## src/hw/charger_cfg_pkg.sv

```systemverilog
// constants, defaults and types for the charger configuration bank
// assumes one 20 MHz clock and a synchronous active-high reset
// Overview of operation
// writing one to the kick bit pulses watchdog restart; bit always reads zero
// boost output enable overrides charge enable; no charging while boosting
// charging needs the charge pin low and the charge enable bit set
// system minimum code selects 2.6 to 3.7 V; resets to 101
// boost battery bit picks 2.8 or 2.5 V falling; rising is 3.0 V
// boost limit bit picks 0.5 A or 1.2 A; resets to one
// switch bit zero uses small switch below 700 mA; ignored in boost
// fast charge code is 60 mA per step; resets 100010; clamps at 110010
// fast charge code zero disables charging
// precharge code is 60 mA per step plus 60 mA; clamps at 1100
// termination code is 60 mA per step plus 60 mA; clamps at 1100
// charge voltage is 3.856 V plus 32 mV per step up to 11000
// charge voltage resets to 01011; code 01111 means 4.352 V
// charge voltage codes above 11000 clamp to 11000, 4.624 V
// top-off code 00 stops at termination; else extends 15, 30, 45 minutes
// register reset restores all; watchdog expiry restores only its fields
// serial target at fixed address with auto-incrementing multi-byte access
// undefined register address is not acknowledged and engine returns idle
package charger_cfg_pkg;
  localparam logic [6:0] DEV_ADDR = 7'h6B;
  localparam logic [7:0] REG_FIRST = 8'h01;
  localparam logic [7:0] REG_LAST = 8'h04;
  localparam int REG_COUNT = 4;
  localparam logic [3:0] BYTE_BITS = 4'h8;
  // index 0 is the register at REG_FIRST
  localparam logic [7:0] REG_DEFAULT [REG_COUNT] =
    '{8'h1A, 8'hA2, 8'h22, 8'h58};
  localparam logic [7:0] WD_MASK [REG_COUNT] =
    '{8'h70, 8'hBF, 8'hFF, 8'hFF};
  localparam logic [7:0] STORE_MASK [REG_COUNT] =
    '{8'hBF, 8'hFF, 8'hFF, 8'hFF};
  localparam int BIT_LIGHT = 7;
  localparam int BIT_KICK = 6;
  localparam int BIT_BOOST = 5;
  localparam int BIT_CHG = 4;
  localparam int BIT_BATSEL = 0;
  localparam int BIT_BLIM = 7;
  localparam int BIT_FULL = 6;
  localparam int BIT_RECHG = 0;
  localparam int MV_W = 13;
  localparam logic [5:0] FAST_CHARGE_CURRENT_MAX = 6'h32;
  localparam logic [3:0] ITAP_MAX = 4'hC;
  localparam logic [4:0] CHARGE_VOLTAGE_MAX = 5'h18;
  localparam logic [4:0] CHARGE_VOLTAGE_SPECIAL = 5'h0F;
  localparam logic [4:0] IIN_700_CODE = 5'h06;
  localparam logic [MV_W-1:0] CUR_LSB_MA = 13'h003C;
  localparam logic [MV_W-1:0] CHARGE_VOLTAGE_BASE_MV = 13'h0F10;
  localparam logic [MV_W-1:0] CHARGE_VOLTAGE_LSB_MV = 13'h0020;
  localparam logic [MV_W-1:0] CHARGE_VOLTAGE_SPECIAL_MV = 13'h1100;
  localparam logic [MV_W-1:0] CHARGE_VOLTAGE_TOP_MV = 13'h1210;
  localparam logic [MV_W-1:0] BAT_FALL_HI_MV = 13'h0AF0;
  localparam logic [MV_W-1:0] BAT_FALL_LO_MV = 13'h09C4;
  localparam logic [MV_W-1:0] BAT_RISE_MV = 13'h0BB8;
  localparam logic [MV_W-1:0] BLIM_LO_MA = 13'h01F4;
  localparam logic [MV_W-1:0] BLIM_HI_MA = 13'h04B0;
  localparam logic [MV_W-1:0] FAST_CHARGE_CURRENT_TOP_MA = 13'h0BB8;
  localparam logic [MV_W-1:0] ITAP_TOP_MA = 13'h030C;
  localparam logic [MV_W-1:0] SYSMIN_MV [8] = '{13'h0A28, 13'h0AF0,
    13'h0BB8, 13'h0C80, 13'h0D48, 13'h0DAC, 13'h0E10, 13'h0E74};
  localparam logic [MV_W-1:0] SYSMIN_DEF_MV = 13'h0DAC;
  localparam logic [2:0] SYSMIN_DEF = 3'h5;
  localparam int CLK_HZ = 32'h0131_2D00;
  localparam int MINUTE_S = 32'h0000_003C;
  localparam int MIN_CYCLES = MINUTE_S * CLK_HZ;
  localparam logic [5:0] TOPOFF_STEP_MIN = 6'h0F;
  typedef enum logic [2:0] {
    ST_IDLE, ST_DEV, ST_REG, ST_WR, ST_RD
  } link_state_t;
endpackage

```

## src/hw/topoff_if.sv

```systemverilog
// carries top-off timer control and completion between bank and timer
// assumes both ends run on the same core clock
`timescale 1ns/1ps
interface topoff_if;
  logic [1:0] sel;
  logic chargeOn;
  logic termMet;
  logic done;
  modport ctrl (output sel, output chargeOn, output termMet, input done);
  modport timer (input sel, input chargeOn, input termMet, output done);
endinterface

```

## src/hw/charger_config_registers.sv

```systemverilog
// charger configuration bank with its two-wire serial target port
// assumes the serial pins and charge pin are asynchronous to core_clk
`timescale 1ns/1ps
module charger_config_registers #(
  parameter int unsigned CYCLES_PER_MIN = charger_cfg_pkg::MIN_CYCLES
) (
  // clock and reset
  input wire logic core_clk,
  input wire logic sys_rst,
  // serial target pins
  input wire logic sclIn,
  input wire logic sdaIn,
  output logic sdaOut,
  output logic sdaOe,
  // device inputs
  input wire logic chargePinN,
  input wire logic regReset,
  input wire logic watchdogExpired,
  input wire logic termMet,
  input wire logic [4:0] inputLimitCode,
  // control outputs
  output logic chargeEnable,
  output logic boostEnable,
  output logic chargeDone,
  output logic watchdogKick,
  output logic lightLoadDisable,
  output logic inputSwitchHighRes,
  output logic rechargeSel,
  // decoded settings
  output logic [charger_cfg_pkg::MV_W-1:0] ichgMa,
  output logic [charger_cfg_pkg::MV_W-1:0] preMa,
  output logic [charger_cfg_pkg::MV_W-1:0] termMa,
  output logic [charger_cfg_pkg::MV_W-1:0] vregMv,
  output logic [charger_cfg_pkg::MV_W-1:0] sysMinMv,
  output logic [charger_cfg_pkg::MV_W-1:0] batFallMv,
  output logic [charger_cfg_pkg::MV_W-1:0] batRiseMv,
  output logic [charger_cfg_pkg::MV_W-1:0] boostLimMa
);
  import charger_cfg_pkg::*;

  // unpacked so that each generated process owns one whole word
  logic [7:0] regFile [REG_COUNT];
  logic sclMeta_reg;
  logic sclSync_reg;
  logic sclLast_reg;
  logic sdaMeta_reg;
  logic sdaSync_reg;
  logic sdaLast_reg;
  logic ceMeta_reg;
  logic ceSync_reg;
  logic sclRise;
  logic sclFall;
  logic busStart;
  logic busStop;
  link_state_t state_reg;
  logic ackPhase_reg;
  logic [3:0] bitCnt_reg;
  logic [7:0] shifter_reg;
  logic [7:0] regAddr_reg;
  logic [7:0] rdByte;
  logic wrStb_reg;
  logic [7:0] wrAddr_reg;
  logic [7:0] wrData_reg;
  logic [MV_W-1:0] ichgD;
  logic [MV_W-1:0] preD;
  logic [MV_W-1:0] termD;
  logic [MV_W-1:0] vregD;
  logic [MV_W-1:0] sysMinD;
  logic [MV_W-1:0] batFallD;
  logic [MV_W-1:0] boostLimD;

  topoff_if tif ();

  function automatic logic inRange(input logic [7:0] a);
    return a >= REG_FIRST && a <= REG_LAST;
  endfunction

  // two flops on every pin; edges use the second flop and its copy
  always_ff @(posedge core_clk) begin
    if (sys_rst) begin
      sclMeta_reg <= 1'b1;
      sclSync_reg <= 1'b1;
      sclLast_reg <= 1'b1;
      sdaMeta_reg <= 1'b1;
      sdaSync_reg <= 1'b1;
      sdaLast_reg <= 1'b1;
      ceMeta_reg <= 1'b1;
      ceSync_reg <= 1'b1;
    end else begin
      sclMeta_reg <= sclIn;
      sclSync_reg <= sclMeta_reg;
      sclLast_reg <= sclSync_reg;
      sdaMeta_reg <= sdaIn;
      sdaSync_reg <= sdaMeta_reg;
      sdaLast_reg <= sdaSync_reg;
      ceMeta_reg <= chargePinN;
      ceSync_reg <= ceMeta_reg;
    end
  end

  assign sclRise = sclSync_reg && !sclLast_reg;
  assign sclFall = !sclSync_reg && sclLast_reg;
  assign busStart = sclSync_reg && sclLast_reg && sdaLast_reg && !sdaSync_reg;
  assign busStop = sclSync_reg && sclLast_reg && !sdaLast_reg && sdaSync_reg;

  // outside the bank a read returns zero
  assign rdByte = inRange(regAddr_reg) ?
    regFile[2'(regAddr_reg - REG_FIRST)] : 8'h00;

  // serial target engine; the pin is only ever pulled low
  always_ff @(posedge core_clk) begin
    wrStb_reg <= 1'b0;
    if (sys_rst) begin
      state_reg <= ST_IDLE;
      ackPhase_reg <= 1'b0;
      bitCnt_reg <= '0;
      shifter_reg <= '0;
      regAddr_reg <= '0;
      sdaOe <= 1'b0;
      wrAddr_reg <= '0;
      wrData_reg <= '0;
    end else if (busStart) begin
      state_reg <= ST_DEV;
      ackPhase_reg <= 1'b0;
      bitCnt_reg <= '0;
      sdaOe <= 1'b0;
    end else if (busStop) begin
      state_reg <= ST_IDLE;
      ackPhase_reg <= 1'b0;
      sdaOe <= 1'b0;
    end else if (state_reg != ST_IDLE) begin
      if (sclRise && !ackPhase_reg) begin
        shifter_reg <= {shifter_reg[6:0], sdaSync_reg};
        bitCnt_reg <= bitCnt_reg + 4'h1;
      end else if (sclRise && state_reg == ST_RD && sdaSync_reg) begin
        state_reg <= ST_IDLE;
        ackPhase_reg <= 1'b0;
      end else if (sclFall && ackPhase_reg) begin
        ackPhase_reg <= 1'b0;
        bitCnt_reg <= '0;
        if (state_reg == ST_RD) begin
          shifter_reg <= rdByte;
          sdaOe <= ~rdByte[7];
          regAddr_reg <= regAddr_reg + 8'h01;
        end else begin
          sdaOe <= 1'b0;
        end
      end else if (sclFall && bitCnt_reg == BYTE_BITS) begin
        ackPhase_reg <= 1'b1;
        case (state_reg)
          ST_DEV: begin
            if (shifter_reg[7:1] == DEV_ADDR) begin
              sdaOe <= 1'b1;
              state_reg <= shifter_reg[0] ? ST_RD : ST_REG;
            end else begin
              state_reg <= ST_IDLE;
            end
          end
          ST_REG: begin
            if (inRange(shifter_reg)) begin
              sdaOe <= 1'b1;
              regAddr_reg <= shifter_reg;
              state_reg <= ST_WR;
            end else begin
              state_reg <= ST_IDLE;
            end
          end
          ST_WR: begin
            if (inRange(regAddr_reg)) begin
              sdaOe <= 1'b1;
              wrStb_reg <= 1'b1;
              wrAddr_reg <= regAddr_reg;
              wrData_reg <= shifter_reg;
              regAddr_reg <= regAddr_reg + 8'h01;
            end else begin
              state_reg <= ST_IDLE;
            end
          end
          ST_RD: sdaOe <= 1'b0;
          default: state_reg <= ST_IDLE;
        endcase
      end else if (sclFall && state_reg == ST_RD) begin
        sdaOe <= ~shifter_reg[7];
      end
    end
  end

  always_ff @(posedge core_clk) begin
    sdaOut <= 1'b0;
  end

  // watchdog wins over a write landing in the same cycle
  for (genvar i = 0; i < REG_COUNT; i++) begin : g_reg
    always_ff @(posedge core_clk) begin
      if (sys_rst || regReset) begin
        regFile[i] <= REG_DEFAULT[i];
      end else if (watchdogExpired) begin
        regFile[i] <= (regFile[i] & ~WD_MASK[i])
          | (REG_DEFAULT[i] & WD_MASK[i]);
      end else if (wrStb_reg && wrAddr_reg == REG_FIRST + 8'(i)) begin
        regFile[i] <= wrData_reg & STORE_MASK[i];
      end
    end
  end

  // kick is a pulse; the stored bit is masked so it reads zero
  always_ff @(posedge core_clk) begin
    if (sys_rst) begin
      watchdogKick <= 1'b0;
    end else begin
      watchdogKick <= wrStb_reg && wrAddr_reg == REG_FIRST
        && wrData_reg[BIT_KICK];
    end
  end

  charger_cfg_decode u_decode (
    .ichgCode(regFile[1][5:0]),
    .preCode(regFile[2][7:4]),
    .termCode(regFile[2][3:0]),
    .vregCode(regFile[3][7:3]),
    .sysMinCode(regFile[0][3:1]),
    .batSel(regFile[0][BIT_BATSEL]),
    .boostLimSel(regFile[1][BIT_BLIM]),
    .ichgMa(ichgD),
    .preMa(preD),
    .termMa(termD),
    .vregMv(vregD),
    .sysMinMv(sysMinD),
    .batFallMv(batFallD),
    .boostLimMa(boostLimD)
  );

  assign tif.sel = regFile[3][2:1];
  assign tif.chargeOn = chargeEnable;
  assign tif.termMet = termMet;
  assign chargeDone = tif.done;

  post_termination_timer #(.CYCLES_PER_MIN(CYCLES_PER_MIN)) u_topoff (
    .core_clk(core_clk),
    .sys_rst(sys_rst),
    .tif(tif.timer)
  );

  always_ff @(posedge core_clk) begin
    if (sys_rst) begin
      chargeEnable <= 1'b0;
      boostEnable <= 1'b0;
      lightLoadDisable <= 1'b0;
      inputSwitchHighRes <= 1'b0;
      rechargeSel <= 1'b0;
    end else begin
      boostEnable <= regFile[0][BIT_BOOST];
      chargeEnable <= !regFile[0][BIT_BOOST]
        && regFile[0][BIT_CHG] && !ceSync_reg
        && regFile[1][5:0] != 6'h00;
      lightLoadDisable <= regFile[0][BIT_LIGHT];
      inputSwitchHighRes <= !regFile[0][BIT_BOOST]
        && !regFile[1][BIT_FULL] && inputLimitCode < IIN_700_CODE;
      rechargeSel <= regFile[3][BIT_RECHG];
    end
  end

  always_ff @(posedge core_clk) begin
    if (sys_rst) begin
      ichgMa <= '0;
      preMa <= '0;
      termMa <= '0;
      vregMv <= '0;
      sysMinMv <= '0;
      batFallMv <= '0;
      batRiseMv <= '0;
      boostLimMa <= '0;
    end else begin
      ichgMa <= ichgD;
      preMa <= preD;
      termMa <= termD;
      vregMv <= vregD;
      sysMinMv <= sysMinD;
      batFallMv <= batFallD;
      batRiseMv <= BAT_RISE_MV;
      boostLimMa <= boostLimD;
    end
  end
endmodule

```

## src/hw/post_termination_timer.sv

```systemverilog
// post-termination top-off timer counting whole minutes
// assumes termination flag is already on the core clock
`timescale 1ns/1ps
module post_termination_timer #(
  parameter int unsigned CYCLES_PER_MIN = charger_cfg_pkg::MIN_CYCLES
) (
  // clock and reset
  input wire logic core_clk,
  input wire logic sys_rst,
  // control
  topoff_if.timer tif
);
  import charger_cfg_pkg::*;
  logic [31:0] cycleCnt_reg;
  logic [5:0] minCnt_reg;
  logic [5:0] target;

  assign target = 6'(tif.sel * TOPOFF_STEP_MIN);

  // count pauses while termination drops; charge-off restarts from zero
  always_ff @(posedge core_clk) begin
    if (sys_rst || !tif.chargeOn) begin
      cycleCnt_reg <= '0;
      minCnt_reg <= '0;
      tif.done <= 1'b0;
    end else if (!tif.done && tif.termMet) begin
      if (minCnt_reg >= target) begin
        tif.done <= 1'b1;
      end else if (cycleCnt_reg == 32'(CYCLES_PER_MIN - 1)) begin
        cycleCnt_reg <= '0;
        minCnt_reg <= minCnt_reg + 6'h01;
      end else begin
        cycleCnt_reg <= cycleCnt_reg + 32'h0000_0001;
      end
    end
  end
endmodule

```

## src/hw/charger_cfg_decode.sv

```systemverilog
// turns raw field codes into clamped physical settings
// assumes codes come from registers on the same clock
`timescale 1ns/1ps
module charger_cfg_decode (
  // raw codes
  input wire logic [5:0] ichgCode,
  input wire logic [3:0] preCode,
  input wire logic [3:0] termCode,
  input wire logic [4:0] vregCode,
  input wire logic [2:0] sysMinCode,
  input wire logic batSel,
  input wire logic boostLimSel,
  // decoded settings
  output logic [charger_cfg_pkg::MV_W-1:0] ichgMa,
  output logic [charger_cfg_pkg::MV_W-1:0] preMa,
  output logic [charger_cfg_pkg::MV_W-1:0] termMa,
  output logic [charger_cfg_pkg::MV_W-1:0] vregMv,
  output logic [charger_cfg_pkg::MV_W-1:0] sysMinMv,
  output logic [charger_cfg_pkg::MV_W-1:0] batFallMv,
  output logic [charger_cfg_pkg::MV_W-1:0] boostLimMa
);
  import charger_cfg_pkg::*;
  logic [5:0] ichgC;
  logic [3:0] preC;
  logic [3:0] termC;
  logic [4:0] vregC;

  assign ichgC = (ichgCode > FAST_CHARGE_CURRENT_MAX) ? FAST_CHARGE_CURRENT_MAX : ichgCode;
  assign preC = (preCode > ITAP_MAX) ? ITAP_MAX : preCode;
  assign termC = (termCode > ITAP_MAX) ? ITAP_MAX : termCode;
  assign vregC = (vregCode > CHARGE_VOLTAGE_MAX) ? CHARGE_VOLTAGE_MAX : vregCode;
  assign ichgMa = MV_W'(ichgC) * CUR_LSB_MA;
  assign preMa = MV_W'(preC) * CUR_LSB_MA + CUR_LSB_MA;
  assign termMa = MV_W'(termC) * CUR_LSB_MA + CUR_LSB_MA;
  // the special code sits below the clamp, so check it on the raw code
  assign vregMv = (vregCode == CHARGE_VOLTAGE_SPECIAL) ? CHARGE_VOLTAGE_SPECIAL_MV
    : CHARGE_VOLTAGE_BASE_MV + MV_W'(vregC) * CHARGE_VOLTAGE_LSB_MV;
  assign sysMinMv = SYSMIN_MV[sysMinCode];
  assign batFallMv = batSel ? BAT_FALL_LO_MV : BAT_FALL_HI_MV;
  assign boostLimMa = boostLimSel ? BLIM_HI_MA : BLIM_LO_MA;
endmodule

```

## config.mk

```make
export PLATFORM = sky130hd
export DESIGN_NAME = charger_config_registers
export DESIGN_NICKNAME = d
export VERILOG_FILES = /design/src/hw/charger_cfg_pkg.sv /design/src/hw/topoff_if.sv /design/src/hw/charger_config_registers.sv /design/src/hw/post_termination_timer.sv /design/src/hw/charger_cfg_decode.sv
export SDC_FILE = /design/constraint.sdc
export NUM_CORES = 1
export LEC_CHECK = 0
export ABC_AREA = 1
export BUFFER_PORTS_ARGS = -buffer_cell sky130_fd_sc_hd__buf_4
export CORE_UTILIZATION = 51
export CTS_CLUSTER_DIAMETER = 200
export CTS_CLUSTER_SIZE = 28
export DETAILED_ROUTE_END_ITERATION = 10
export GPL_ROUTABILITY_DRIVEN = 0
export GPL_TIMING_DRIVEN = 0
export PLACE_DENSITY = 0.72
export SYNTH_ARGS = -nofsm -noshare
export SYNTH_HDL_FRONTEND = slang
export SYNTH_SLANG_ARGS = --single-unit
export TNS_END_PERCENT = 50
```

## constraint.sdc

```tcl
create_clock -name core_clk -period 4.3 [get_ports core_clk]
set_clock_uncertainty 0.15 [all_clocks]
set_input_delay 0.215 -clock core_clk [delete_from_list [all_inputs] [get_ports core_clk]]
set_output_delay 0.215 -clock core_clk [all_outputs]
set_load 0.005 [all_outputs]
```

# Yosys cells after proc, flatten, opt, wreduce, memory -nomap -nowiden
# Memories as Yosys holds them, arrays and structs flattened. A register that Yosys moved wholly into a read port is not among the register bits.
# Index checks and enable logic that the tools add are counted.
# W data, S select, Z words.
# op_classes
n_reduce_logical,64
mul,4
n_eq_ne,27
muxes,76
n_addsub,8
n_lt_le_gt_ge,10
n_bitwise,20
# ops
cell,count
$mux W8,18
$mux W1,36
$add A32 B1 Y32 const B,1
$eq A32 B31 Y1 const B,1
$mux W32,1
$logic_and A1 B1 Y1,26
$add A10 B6 Y11 const B,2
$mux W4,5
$mux W3,6
$reduce_and A6 Y1,3
$eq A8 B2 Y1 const B,2
$ge A8 B1 Y1 const B,2
$le A8 B3 Y1 const B,2
$mul A4 B4 Y8 const B,2
$ne A4 B4 Y1 const B,4
$pmux W8 S2,1
$reduce_bool A3 Y1,5
$add A12 B10 Y13 const A,1
$mux W13,1
$mux W12,1
$ne A3 B3 Y1 const B,4
$pmux W3 S4,1
$mux W11,1
$not A1 Y1,11
45 further kinds,72
# word_totals
reg_bits,186
memories,2
inputBits,13
mem_bits_ro,104
word_cells,247
ramBits,32
# memory_table
memory,words,word_bits,rd,rd_ports_with_merged_regs,write_ports,line_no,rtl
(no name shown),8,13,1,1,0,charger_cfg_decode.sv:38,assign sysMinMv = SYSMIN_MV[sysMinCode];
regFile,4,8,5,0,4,charger_config_registers.sv:42,logic [7:0] regFile [REG_COUNT];

# Longest topological paths before layout
# Gate-level depths: netlist (run 1).
# depth
ltp_word,11
mapped_depth,21
mapped_depth_nobuf,21

# Cells and area by module
# A second synthesis (run 1) with hierarchy kept.
# hier_totals
hier_cells,1603
area_unflattened_um2,11827.6
# modules_own_cells
mod,seq_area_each_um2,area_per_inst_um2,cells_per_inst,instances
charger_config_registers,3893.7,6916.6,829,1
post_termination_timer,780.7,2750.1,444,1
charger_cfg_decode,0.0,2160.8,330,1

# Least setup slack after synthesis (run 1)
# Ideal clock, no wire load.
# synth_path
kind,register to register
start,mem regFile[1][2]
end,reg ichgMa[10] (netlist name)
arrival_ns,3.088
required_time_ns,4.080
setup_slack_ns,0.993
path_stages_with_launch,18
cell_sequence,edfxtp_1 > nor2_1 > o21ai_0 > nand3_1 > inv_1 > nor2_1 > inv_1 > fa_1 > fa_1 > inv_1 > ha_1 > a21oi_1 > nand2_1 > nand2_1 > nand2_1 > a21oi_1 > o21ai_0 > a21oi_1
# synth_rtl
element,line_no,rtl
"start, declared",charger_config_registers.sv:42,
"end signal, assigned",charger_config_registers.sv:274,ichgMa <= ichgD;
"end, declared",charger_config_registers.sv:30,"output logic [charger_cfg_pkg::MV_W-1:0] ichgMa,"

==> flow_metrics.py, run 1 <==
metrics = {
    "detailed_routing": {
        "avgViaCountPerCell": 4.95,
        "drt_iter0_markers": 597,
        "drcViolationCount": 0,
        "ant_nets": 0,
        "drt_wl_total_mm": 23.7,
        "drt_pre_antenna_iters": 5,
        "vias": 8745,
        "wire_per_inst_microns": 13.4,
    },
    "synth": {
        "synth_common_cells": "nand2_1, nor2_1, inv_1",
        "yosysTopAreaCell": "dfxtp_1",
        "synth_top_area_share_pct": 29.3,
        "async_flop_share_pct": 0,
        "synth_ff_type": "dfxtp_1",
        "synth_area_leaders": "dfxtp_1, edfxtp_1, nand2_1",
        "ys_ff_latch": 177,
        "synthCells": 1344,
        "yosys_warnings": 0,
        "synth_enable_flop_cells": 31,
        "yosysMostFrequentCell": "nand2_1",
        "synth_cell_types": 47,
        "syn_area_per_cell_sq_um": 7.43,
        "synth_area_sq_um": 9980,
        "ys_seq_area_share_pct": 38.6,
    },
    "placed_design": {
        "place_ws_ns": 0.605,
        "io_buffers": 88,
        "dp_hpwl_mm": 18.2,
        "dp_cells": 1727,
    },
    "layout": {
        "insertedDiodeCount": 0,
        "largest_reg_flops": 32,
        "utilization_pct": 62.1,
        "drive_gt1_share_pct": 14.7,
        "n_fill_cell": 1696,
        "syn_to_final_growth_pct": 18.0,
        "num-nets-final": 1584,
        "final_cells": 1767,
    },
    "die": {
        "die_h_microns": 142,
        "start_util_pct": 52.7,
        "boundaryPins": 126,
        "core-area_sq_um": 19000,
        "die_w_microns": 142,
        "rows": 50,
        "die_area_sq_um": 20100,
    },
    "grt": {
        "grt-ovfl-total": 0,
        "antenna_found_initial": 0,
        "grt_util_met1_pct": 30.5,
        "grt_pass1_wl_mm": 38.6,
        "grt_pass1_vias": 8068,
        "use_met2_pct": 42.1,
        "grt_usage_pct": 24.4,
        "top_usage_layer": "met2",
        "grt_max_degree": 18,
        "globalRouteMet3Util_pct": 4.18,
    },
    "timing": {
        "hold_viol_final": 0,
        "setup_slack_ns": 0.624,
        "rsz0062_at_grt": "no",
        "fmax_mhz": 272,
        "period_minus_slack_ns": 3.68,
        "min_period_over_period_pct": 85.5,
        "drv_slew": 0,
        "finalSetupViolations": 0,
        "max_slew.worst_pin.slew_ns": 0.708,
        "max_slew_margin_pct": 52.8,
        "holdWs_ns": 0.0436,
        "tns_ns": 0,
    },
    "power": {
        "power_density_nw_per_um2": 321,
        "p_leak_nw": 5.33,
        "peakVddDrop_mv": 0.290,
    },
    "clocking": {
        "clk_latency_ns": 0.44,
        "post-cts-setup-buffers": 0,
        "clockBufferDepth": 2,
        "h-tree-depth": 4,
        "cts_tree": "done",
        "clk_pin_slew_ns": 0.07,
        "cts_buffers": 17,
        "cts-root-buf": "clkbuf_16",
        "numClockSinks": 177,
    },
    "worst_setup_path": {
        "critPathCaptureType": "register",
        "cp.required_ns": 4.52,
        "cp_max_fo": 5,
        "crit_type": "register to register",
        "cp-start-kind": "register",
        "arrival_ns": 3.90,
    },
    "job": {
        "max-cap-violations": 0,
    },
    "outcome": {
        "status": "finished clean",
    },
    "worst_hold_path": {
        "hold_class": "input port to register",
    },
}
==> timing repair <==
item | in CTS | in global routing
hold buffers | 8 | 0
endpoints found under the hold margin | 10 | 0
gates resized for setup | 0 | 0
==> path summary, 6_finish.rpt <==
kind,startpoint,to,slack [ns],depth (start not counted)
max,regFile[1][2]$_SDFFCE_PN0P_,ichgMa[10]$_SDFF_PP0_,0.62,17
min,regReset,regFile[0][5]$_SDFFCE_PN0P_,0.04,3
max reg2reg,regFile[1][2]$_SDFFCE_PN0P_,ichgMa[10]$_SDFF_PP0_,0.62,17
min reg2reg,ceMeta_reg$_SDFF_PP1_,ceSync_reg$_SDFF_PP1_,0.26,1
==> layout by cell type, fill, tap and decap left out, drive strengths merged, types with 2 or more instances in the layout <==
cell type | netlist | layout
conb | 1 | 36
nand4 | 22 | 22
clkinv | 1 | 5
ha | 61 | 61
or2 | 9 | 9
a21o | 2 | 2
inv | 191 | 199
dfxtp | 146 | 146
buf | 67 | 155
nor2 | 229 | 229
nor4 | 5 | 5
edfxtp | 31 | 31
o211ai | 2 | 2
o21ai | 63 | 63
xor2 | 12 | 12
o21a | 3 | 3
and3 | 2 | 2
clkbuf | 16 | 33
xnor2 | 7 | 7
a21oi | 98 | 98
dlygate4sd3 | 0 | 8
nand3 | 74 | 74
nor3 | 22 | 22
fa | 16 | 16
nand2 | 248 | 248
a211oi | 2 | 2
bufinv | 0 | 2
a31oi | 4 | 4
nand3b | 5 | 5
==> metrics by stage <==
stage,power (W),cell area [sq um]
2_1_floorplan,0.00206,10100
3_3_place_gp,0.00220,11100
3_5_place_dp,0.00221,11100
4_1_cts,0.00380,11800
5_1_grt,0.00392,11800
6_report,0.00378,11800
==> where the power goes <==
group / switching (W) / total (W) / internal [W] / leakage [nW]
logic: 0.000229 / 0.000418 / 0.000189 / 3.53
registers: 0.0000242 / 0.00176 / 0.00173 / 1.51
clock network: 0.000727 / 0.00160 / 0.000877 / 0.295
==> routing by layer <==
layer | part of all wire, % | vias to the layer above
met1 | 44 | 3961
met5 | 0 | -
met4 | 1.9 | 0
met2 | 49 | 252
li1 | - | 4495
met3 | 5.3 | 37
==> cell families after synthesis <==
logic type	after synthesis	share of synthesized area, %
simple gates	617	26.4
buf+inv	275	12.8
compound gates	178	9.69
flops	177	38.6
fa+ha+maj	77	10.9
xor+xnor	19	1.67
other cells	1	0.0376
==> critical path: stages (launching register included) <==
cell and delay, ns:
edfxtp_1 0.43, nor2_1 0.15, o21ai_0 0.10, nand3_1 0.07
inv_1 0.07, nor2_1 0.26, inv_1 0.19, fa_1 0.52
fa_1 0.55, inv_1 0.04, ha_1 0.34, a21oi_1 0.15
nand2_1 0.10, nand2_1 0.07, nand2_1 0.05, a21oi_1 0.14
o21ai_0 0.09, a21oi_1 0.13
==> area by class of cell <==
type | instances | area (sq um) | share of cell area, %
multi-input combinational | 927 | 4980 | 42.3
sequential | 177 | 3850 | 32.7
timing repair buffer | 96 | 741 | 6.29
inverter | 192 | 721 | 6.12
buffer | 83 | 554 | 4.71
clock buffer | 17 | 425 | 3.61
tap | 260 | 325 | 2.76
clock inverter | 15 | 173 | 1.47
No activity file was read; power rests on OpenSTA's default activity.
==> run 2, diff against run 1 <==
--- a/config.mk
+++ b/config.mk
@@ -7,6 +7,8 @@
 export LEC_CHECK = 0
 export ABC_AREA = 1
 export BUFFER_PORTS_ARGS = -buffer_cell sky130_fd_sc_hd__buf_4
+export CORE_ASPECT_RATIO = 0.9
+export CORE_MARGIN = 4
 export CORE_UTILIZATION = 51
 export CTS_CLUSTER_DIAMETER = 200
 export CTS_CLUSTER_SIZE = 28
==> flow_metrics.py, run 2 (same netlist as run 1, synthesis figures left out) <==
metrics = {
    "worst_setup_path": {
        "cp-start-kind": "register",
        "crit_slowest_cell": "fa_1",
        "critPathCaptureType": "register",
        "cpPeakStageDelay_ns": 0.54,
        "cp_max_fo": 5,
        "crit_type": "register to register",
        "path_cells": "nor2_1 -> o21ai_0 -> nand3_1 -> inv_1 -> nor2_1 -> inv_1 -> fa_1 -> fa_1 -> inv_1 -> ha_1 -> a21oi_1 -> nand2_1 -> nand2_1 -> nand2_1 -> a21oi_1 -> o21ai_0 -> a21oi_1",
        "cp.required_ns": 4.51,
        "arrival_ns": 3.91,
    },
    "layout": {
        "layout_common_cells": "nand2_1, nor2_1, inv_1",
        "final_cells": 1757,
        "drive_gt1_share_pct": 14.7,
        "syn_to_final_growth_pct": 18.0,
        "num-nets-final": 1584,
        "largest_reg_flops": 32,
        "insertedDiodeCount": 0,
        "mostFrequentLayoutCell": "nand2_1",
        "n_fill_cell": 1726,
    },
    "outcome": {
        "status": "finished clean",
    },
    "detailed_routing": {
        "drcViolationCount": 0,
        "wire_per_inst_microns": 14.0,
        "drt_pre_antenna_iters": 6,
        "avgViaCountPerCell": 5.08,
        "drt_iter0_markers": 844,
        "ant_nets": 0,
        "vias": 8922,
        "drt_wl_total_mm": 24.6,
    },
    "clocking": {
        "clockBufferDepth": 2,
        "cts_buffers": 17,
        "cts_hold_buf": 8,
        "numClockSinks": 177,
        "h-tree-depth": 4,
        "cts-root-buf": "clkbuf_16",
        "clk_latency_ns": 0.43,
        "cts_resized": 0,
        "cts_tree": "done",
        "post-cts-setup-buffers": 0,
        "clk_pin_slew_ns": 0.07,
    },
    "die": {
        "rows": 48,
        "start_util_pct": 51.9,
        "die_h_microns": 141,
        "boundaryPins": 126,
        "die_area_sq_um": 21900,
        "core-area_sq_um": 19200,
        "die_w_microns": 155,
    },
    "timing": {
        "period_minus_slack_ns": 3.70,
        "tns_ns": 0,
        "finalSetupViolations": 0,
        "max_slew_margin_pct": 50.8,
        "min_period_over_period_pct": 86.0,
        "rsz0062_at_grt": "no",
        "max_slew.worst_pin.slew_ns": 0.738,
        "hold_viol_final": 0,
        "fmax_mhz": 271,
        "drv_slew": 0,
    },
    "placed_design": {
        "dp_cells": 1717,
        "io_buffers": 88,
        "dp_hpwl_mm": 18.7,
    },
    "grt": {
        "grt_pass1_wl_mm": 40.0,
        "antenna_found_initial": 0,
        "grt_usage_pct": 22.4,
        "grt_pass1_vias": 8206,
        "grt_max_degree": 17,
        "grt-ovfl-total": 0,
    },
    "job": {
        "max-cap-violations": 0,
    },
    "power": {
        "switching_share_pct": 25.1,
        "p_switching_w": 0.000954,
        "power_density_nw_per_um2": 322,
        "p_clk_share_pct": 42.5,
        "power_frac_comb_pct": 11.3,
        "peakVddDrop_mv": 0.265,
        "p_leak_nw": 5.34,
        "seqPwrFrac_pct": 46.2,
        "p_int_w": 0.00284,
    },
    "worst_hold_path": {
        "hold_class": "input port to register",
    },
}
run 2: through the flow:
step	hold WS, ns	total power, W	util [%]	area [sq um]	worst slack, ns
floorplan	0.142	0.00206	-	10100	0.993
global placement	0.229	0.00220	57.7	11100	0.703
detailed placement	0.237	0.00221	57.7	11100	0.627
CTS	0.0260	0.00382	61.3	11800	0.592
global route	0.0652	0.00395	61.3	11800	0.270
finish	0.0445	0.00380	61.3	11800	0.604
run 2: path summary, 6_finish.rpt:
check	start	end	slack, ns	depth (start not counted)
worst max register to register	regFile[1][3]$_SDFFCE_PN0P_	ichgMa[10]$_SDFF_PP0_	0.60	17
worst min-delay path	regReset	regFile[0][5]$_SDFFCE_PN0P_	0.04	3
worst max-delay path	regFile[1][3]$_SDFFCE_PN0P_	ichgMa[10]$_SDFF_PP0_	0.60	17
worst min register to register	ceMeta_reg$_SDFF_PP1_	ceSync_reg$_SDFF_PP1_	0.26	1
run 2: routing by layer:
metal  vias up  wire length (microns)  track usage, %
li1       4492                      -               -
met1      4037                  11100            32.1
met2       360                  11000            34.9
met3        33                   2090            4.11
met4         0                    410            6.31
met5         -                      0               0
run 2: power groups by stage:
stage               registers (W)  clock network, W  logic, W
floorplan                 0.00179                 0  0.000263
global placement          0.00179                 0  0.000406
detailed placement        0.00179                 0  0.000418
CTS                       0.00176           0.00163  0.000429
global route              0.00176           0.00171  0.000487
finish                    0.00176           0.00161  0.000429
run 2: area by class of cell:
cell class	instances	area (sq um)	share of cell area (%)
plain buffers	83	554	4.71
clock buffers	20	468	3.97
clock inverters	12	143	1.21
inverters	192	721	6.12
multi-input cells	927	4980	42.3
flip-flops and latches	177	3850	32.7
well taps	250	313	2.66
repair buffers	96	741	6.29
run 2: worst max-delay path, delay by kind of cell, from the launching register on:
| family | cells | cell delay [ns] |
|---|---|---|
| AO/OA/AOI/OAI | 5 | 0.64 |
| AND/OR/NAND/NOR | 6 | 0.71 |
| adder cells (fa/ha/maj) | 3 | 1.39 |
| flip-flops | 1 | 0.43 |
| buffers and inverters | 3 | 0.31 |
==> run 3, diff against run 2 <==
--- a/config.mk
+++ b/config.mk
@@ -15,8 +15,9 @@
 export DETAILED_ROUTE_END_ITERATION = 10
 export GPL_ROUTABILITY_DRIVEN = 0
 export GPL_TIMING_DRIVEN = 0
-export PLACE_DENSITY = 0.72
+export PLACE_DENSITY = 0.71
 export SYNTH_ARGS = -nofsm -noshare
 export SYNTH_HDL_FRONTEND = slang
+export SYNTH_HIERARCHICAL = 1
 export SYNTH_SLANG_ARGS = --single-unit
 export TNS_END_PERCENT = 50
==> flow_metrics.py, run 3 <==
metrics = {
    "timing": {
        "setup_slack_ns": 0.587,
        "rsz0062_at_grt": "no",
        "period_minus_slack_ns": 3.71,
        "holdWs_ns": 0.267,
        "finalSetupViolations": 0,
        "hold_viol_final": 0,
        "max_slew.worst_pin.slew_ns": 0.666,
        "tns_ns": 0,
        "min_period_over_period_pct": 86.3,
        "drv_slew": 0,
        "fmax_mhz": 269,
        "max_slew_margin_pct": 55.6,
    },
    "synth": {
        "yosysMostFrequentCell": "nand2_1",
        "synthCells": 1603,
        "synth_ff_type": "dfxtp_1",
        "ys_seq_area_share_pct": 39.5,
        "async_flop_share_pct": 0,
        "synth_cell_types": 51,
        "synth_area_sq_um": 11800,
        "synth_area_leaders": "dfxtp_1, nand2_1, inv_1",
        "yosys_warnings": 6,
        "yosysTopAreaCell": "dfxtp_1",
        "synth_common_cells": "nand2_1, inv_1, nor2_1",
        "ys_ff_latch": 218,
        "synth_enable_flop_cells": 31,
        "syn_area_per_cell_sq_um": 7.38,
        "synth_top_area_share_pct": 31.7,
    },
    "grt": {
        "grt_max_degree": 30,
        "grt_pass1_wl_mm": 44.4,
        "grt-ovfl-total": 0,
        "antenna_found_initial": 0,
        "grt_usage_pct": 20.3,
        "grt_pass1_vias": 9441,
    },
    "clocking": {
        "cts_buffers": 11,
        "cts-root-buf": "clkbuf_16",
        "numClockSinks": 218,
        "clk_pin_slew_ns": 0.11,
        "clockBufferDepth": 3,
        "post-cts-setup-buffers": 0,
        "clk_latency_ns": 0.47,
        "cts_tree": "done",
        "h-tree-depth": 1,
        "cts_resized": 0,
        "cts_hold_buf": 10,
    },
    "detailed_routing": {
        "vias": 10000,
        "wire_per_inst_microns": 12.8,
        "ant_nets": 0,
        "drt_wl_total_mm": 26.6,
        "avgViaCountPerCell": 4.81,
        "drcViolationCount": 0,
        "drt_pre_antenna_iters": 5,
        "drt_iter0_markers": 608,
    },
    "worst_setup_path": {
        "cp.required_ns": 4.50,
        "reg2regPathDepth": 16,
        "cp_max_fo": 4,
        "arrival_ns": 3.91,
        "cp-start-kind": "register",
        "crit_type": "register to register",
        "critPathCaptureType": "register",
    },
    "worst_hold_path": {
        "hold_depth": 1,
        "hold_class": "register to register",
    },
    "die": {
        "start_util_pct": 52.2,
        "boundaryPins": 126,
        "die_h_microns": 152,
        "die_area_sq_um": 25700,
        "die_w_microns": 169,
        "rows": 52,
        "core-area_sq_um": 22600,
    },
    "placed_design": {
        "dp_hpwl_mm": 20.3,
        "io_buffers": 117,
        "place_ws_ns": 0.693,
    },
    "layout": {
        "largest_reg_flops": 32,
        "drive_gt1_share_pct": 15.8,
        "layout_common_cells": "nand2_1, inv_1, nor2_1",
        "mostFrequentLayoutCell": "nand2_1",
        "insertedDiodeCount": 0,
        "syn_to_final_growth_pct": 15.2,
        "num-nets-final": 1873,
    },
    "power": {
        "p_leak_nw": 6.57,
        "power_density_nw_per_um2": 281,
        "peakVddDrop_mv": 0.201,
    },
    "outcome": {
        "status": "finished clean",
    },
    "job": {
        "max-cap-violations": 0,
    },
}
run 3: cell type report:
class                           instances  area, sq um
Multi-Input combinational cell       1039         5560
Sequential cell                       218         4670
Buffer                                 90          616
Clock inverter                          1         8.76
Timing Repair Buffer                  127          978
Fill cell                            2132         9010
Inverter                              296         1120
Clock buffer                           15          290
Tap cell                              297          372
run 3: per-stage QoR:
stage | instance area [sq um] | cells | utilization [%] | total power, W
detailed placement | 13200 | 2057 | 58.4 | 0.00274
global placement | 13200 | 2057 | 58.4 | 0.00272
global route | 13600 | 2083 | 60.2 | 0.00403
finish | 13600 | 2083 | 60.2 | 0.00383
floorplan | 12000 | 1643 | - | 0.00255
CTS | 13600 | 2083 | 60.2 | 0.00388
run 3: cells by family after synthesis:
family / after synthesis / synth area share, %
AND/OR/NAND/NOR: 758 / 28.4
buffers and inverters: 386 / 14.7
flip-flops: 218 / 39.5
AO/OA/AOI/OAI: 145 / 7.01
adder cells (fa/ha/maj): 77 / 9.03
XOR/XNOR: 16 / 1.18
other: 3 / 0.0952
run 3: report_power, final:
group / total [W] / internal (W) / leakage [nW] / switching (W)
Combinational: 0.000531 / 0.000246 / 4.58 / 0.000285
Clock: 0.00113 / 0.000483 / 0.144 / 0.000649
Sequential: 0.00217 / 0.00213 / 1.85 / 0.0000368
Total: 0.00383 / 0.00286 / 6.57 / 0.000971
run 3: final timing paths:
| check | startpoint | end | slack [ns] |
|---|---|---|---|
| min | sclMeta_reg$_SDFF_PP1_ | sclSync_reg$_SDFF_PP1_ | 0.27 |
| max | regFile[2][2]$_SDFFCE_PN0P_ | termMa[10]$_SDFF_PP0_ | 0.59 |
| min reg2reg | sclMeta_reg$_SDFF_PP1_ | sclSync_reg$_SDFF_PP1_ | 0.27 |
| max reg2reg | regFile[2][2]$_SDFFCE_PN0P_ | termMa[10]$_SDFF_PP0_ | 0.59 |
run 3: critical path: stages, from the launching register on:
cell and delay [ns]:
edfxtp_1 0.50, ha_1 0.29, o21ai_2 0.09, inv_1 0.09
nor2_1 0.28, inv_1 0.13, fa_1 0.53, inv_1 0.06
fa_1 0.47, inv_1 0.06, fa_1 0.46, nor3b_1 0.22
nor2_1 0.08, nand2_1 0.07, nor2_1 0.04, inv_1 0.05
nor2_1 0.03
run 3: routing by layer:
metal	track usage, %	vias to the layer above	part of all wire (%)
li1	-	5168	-
met1	28.6	4506	47
met2	32.7	300	45
met3	3.42	39	6.8
met4	4.52	0	1.7
met5	0	-	0
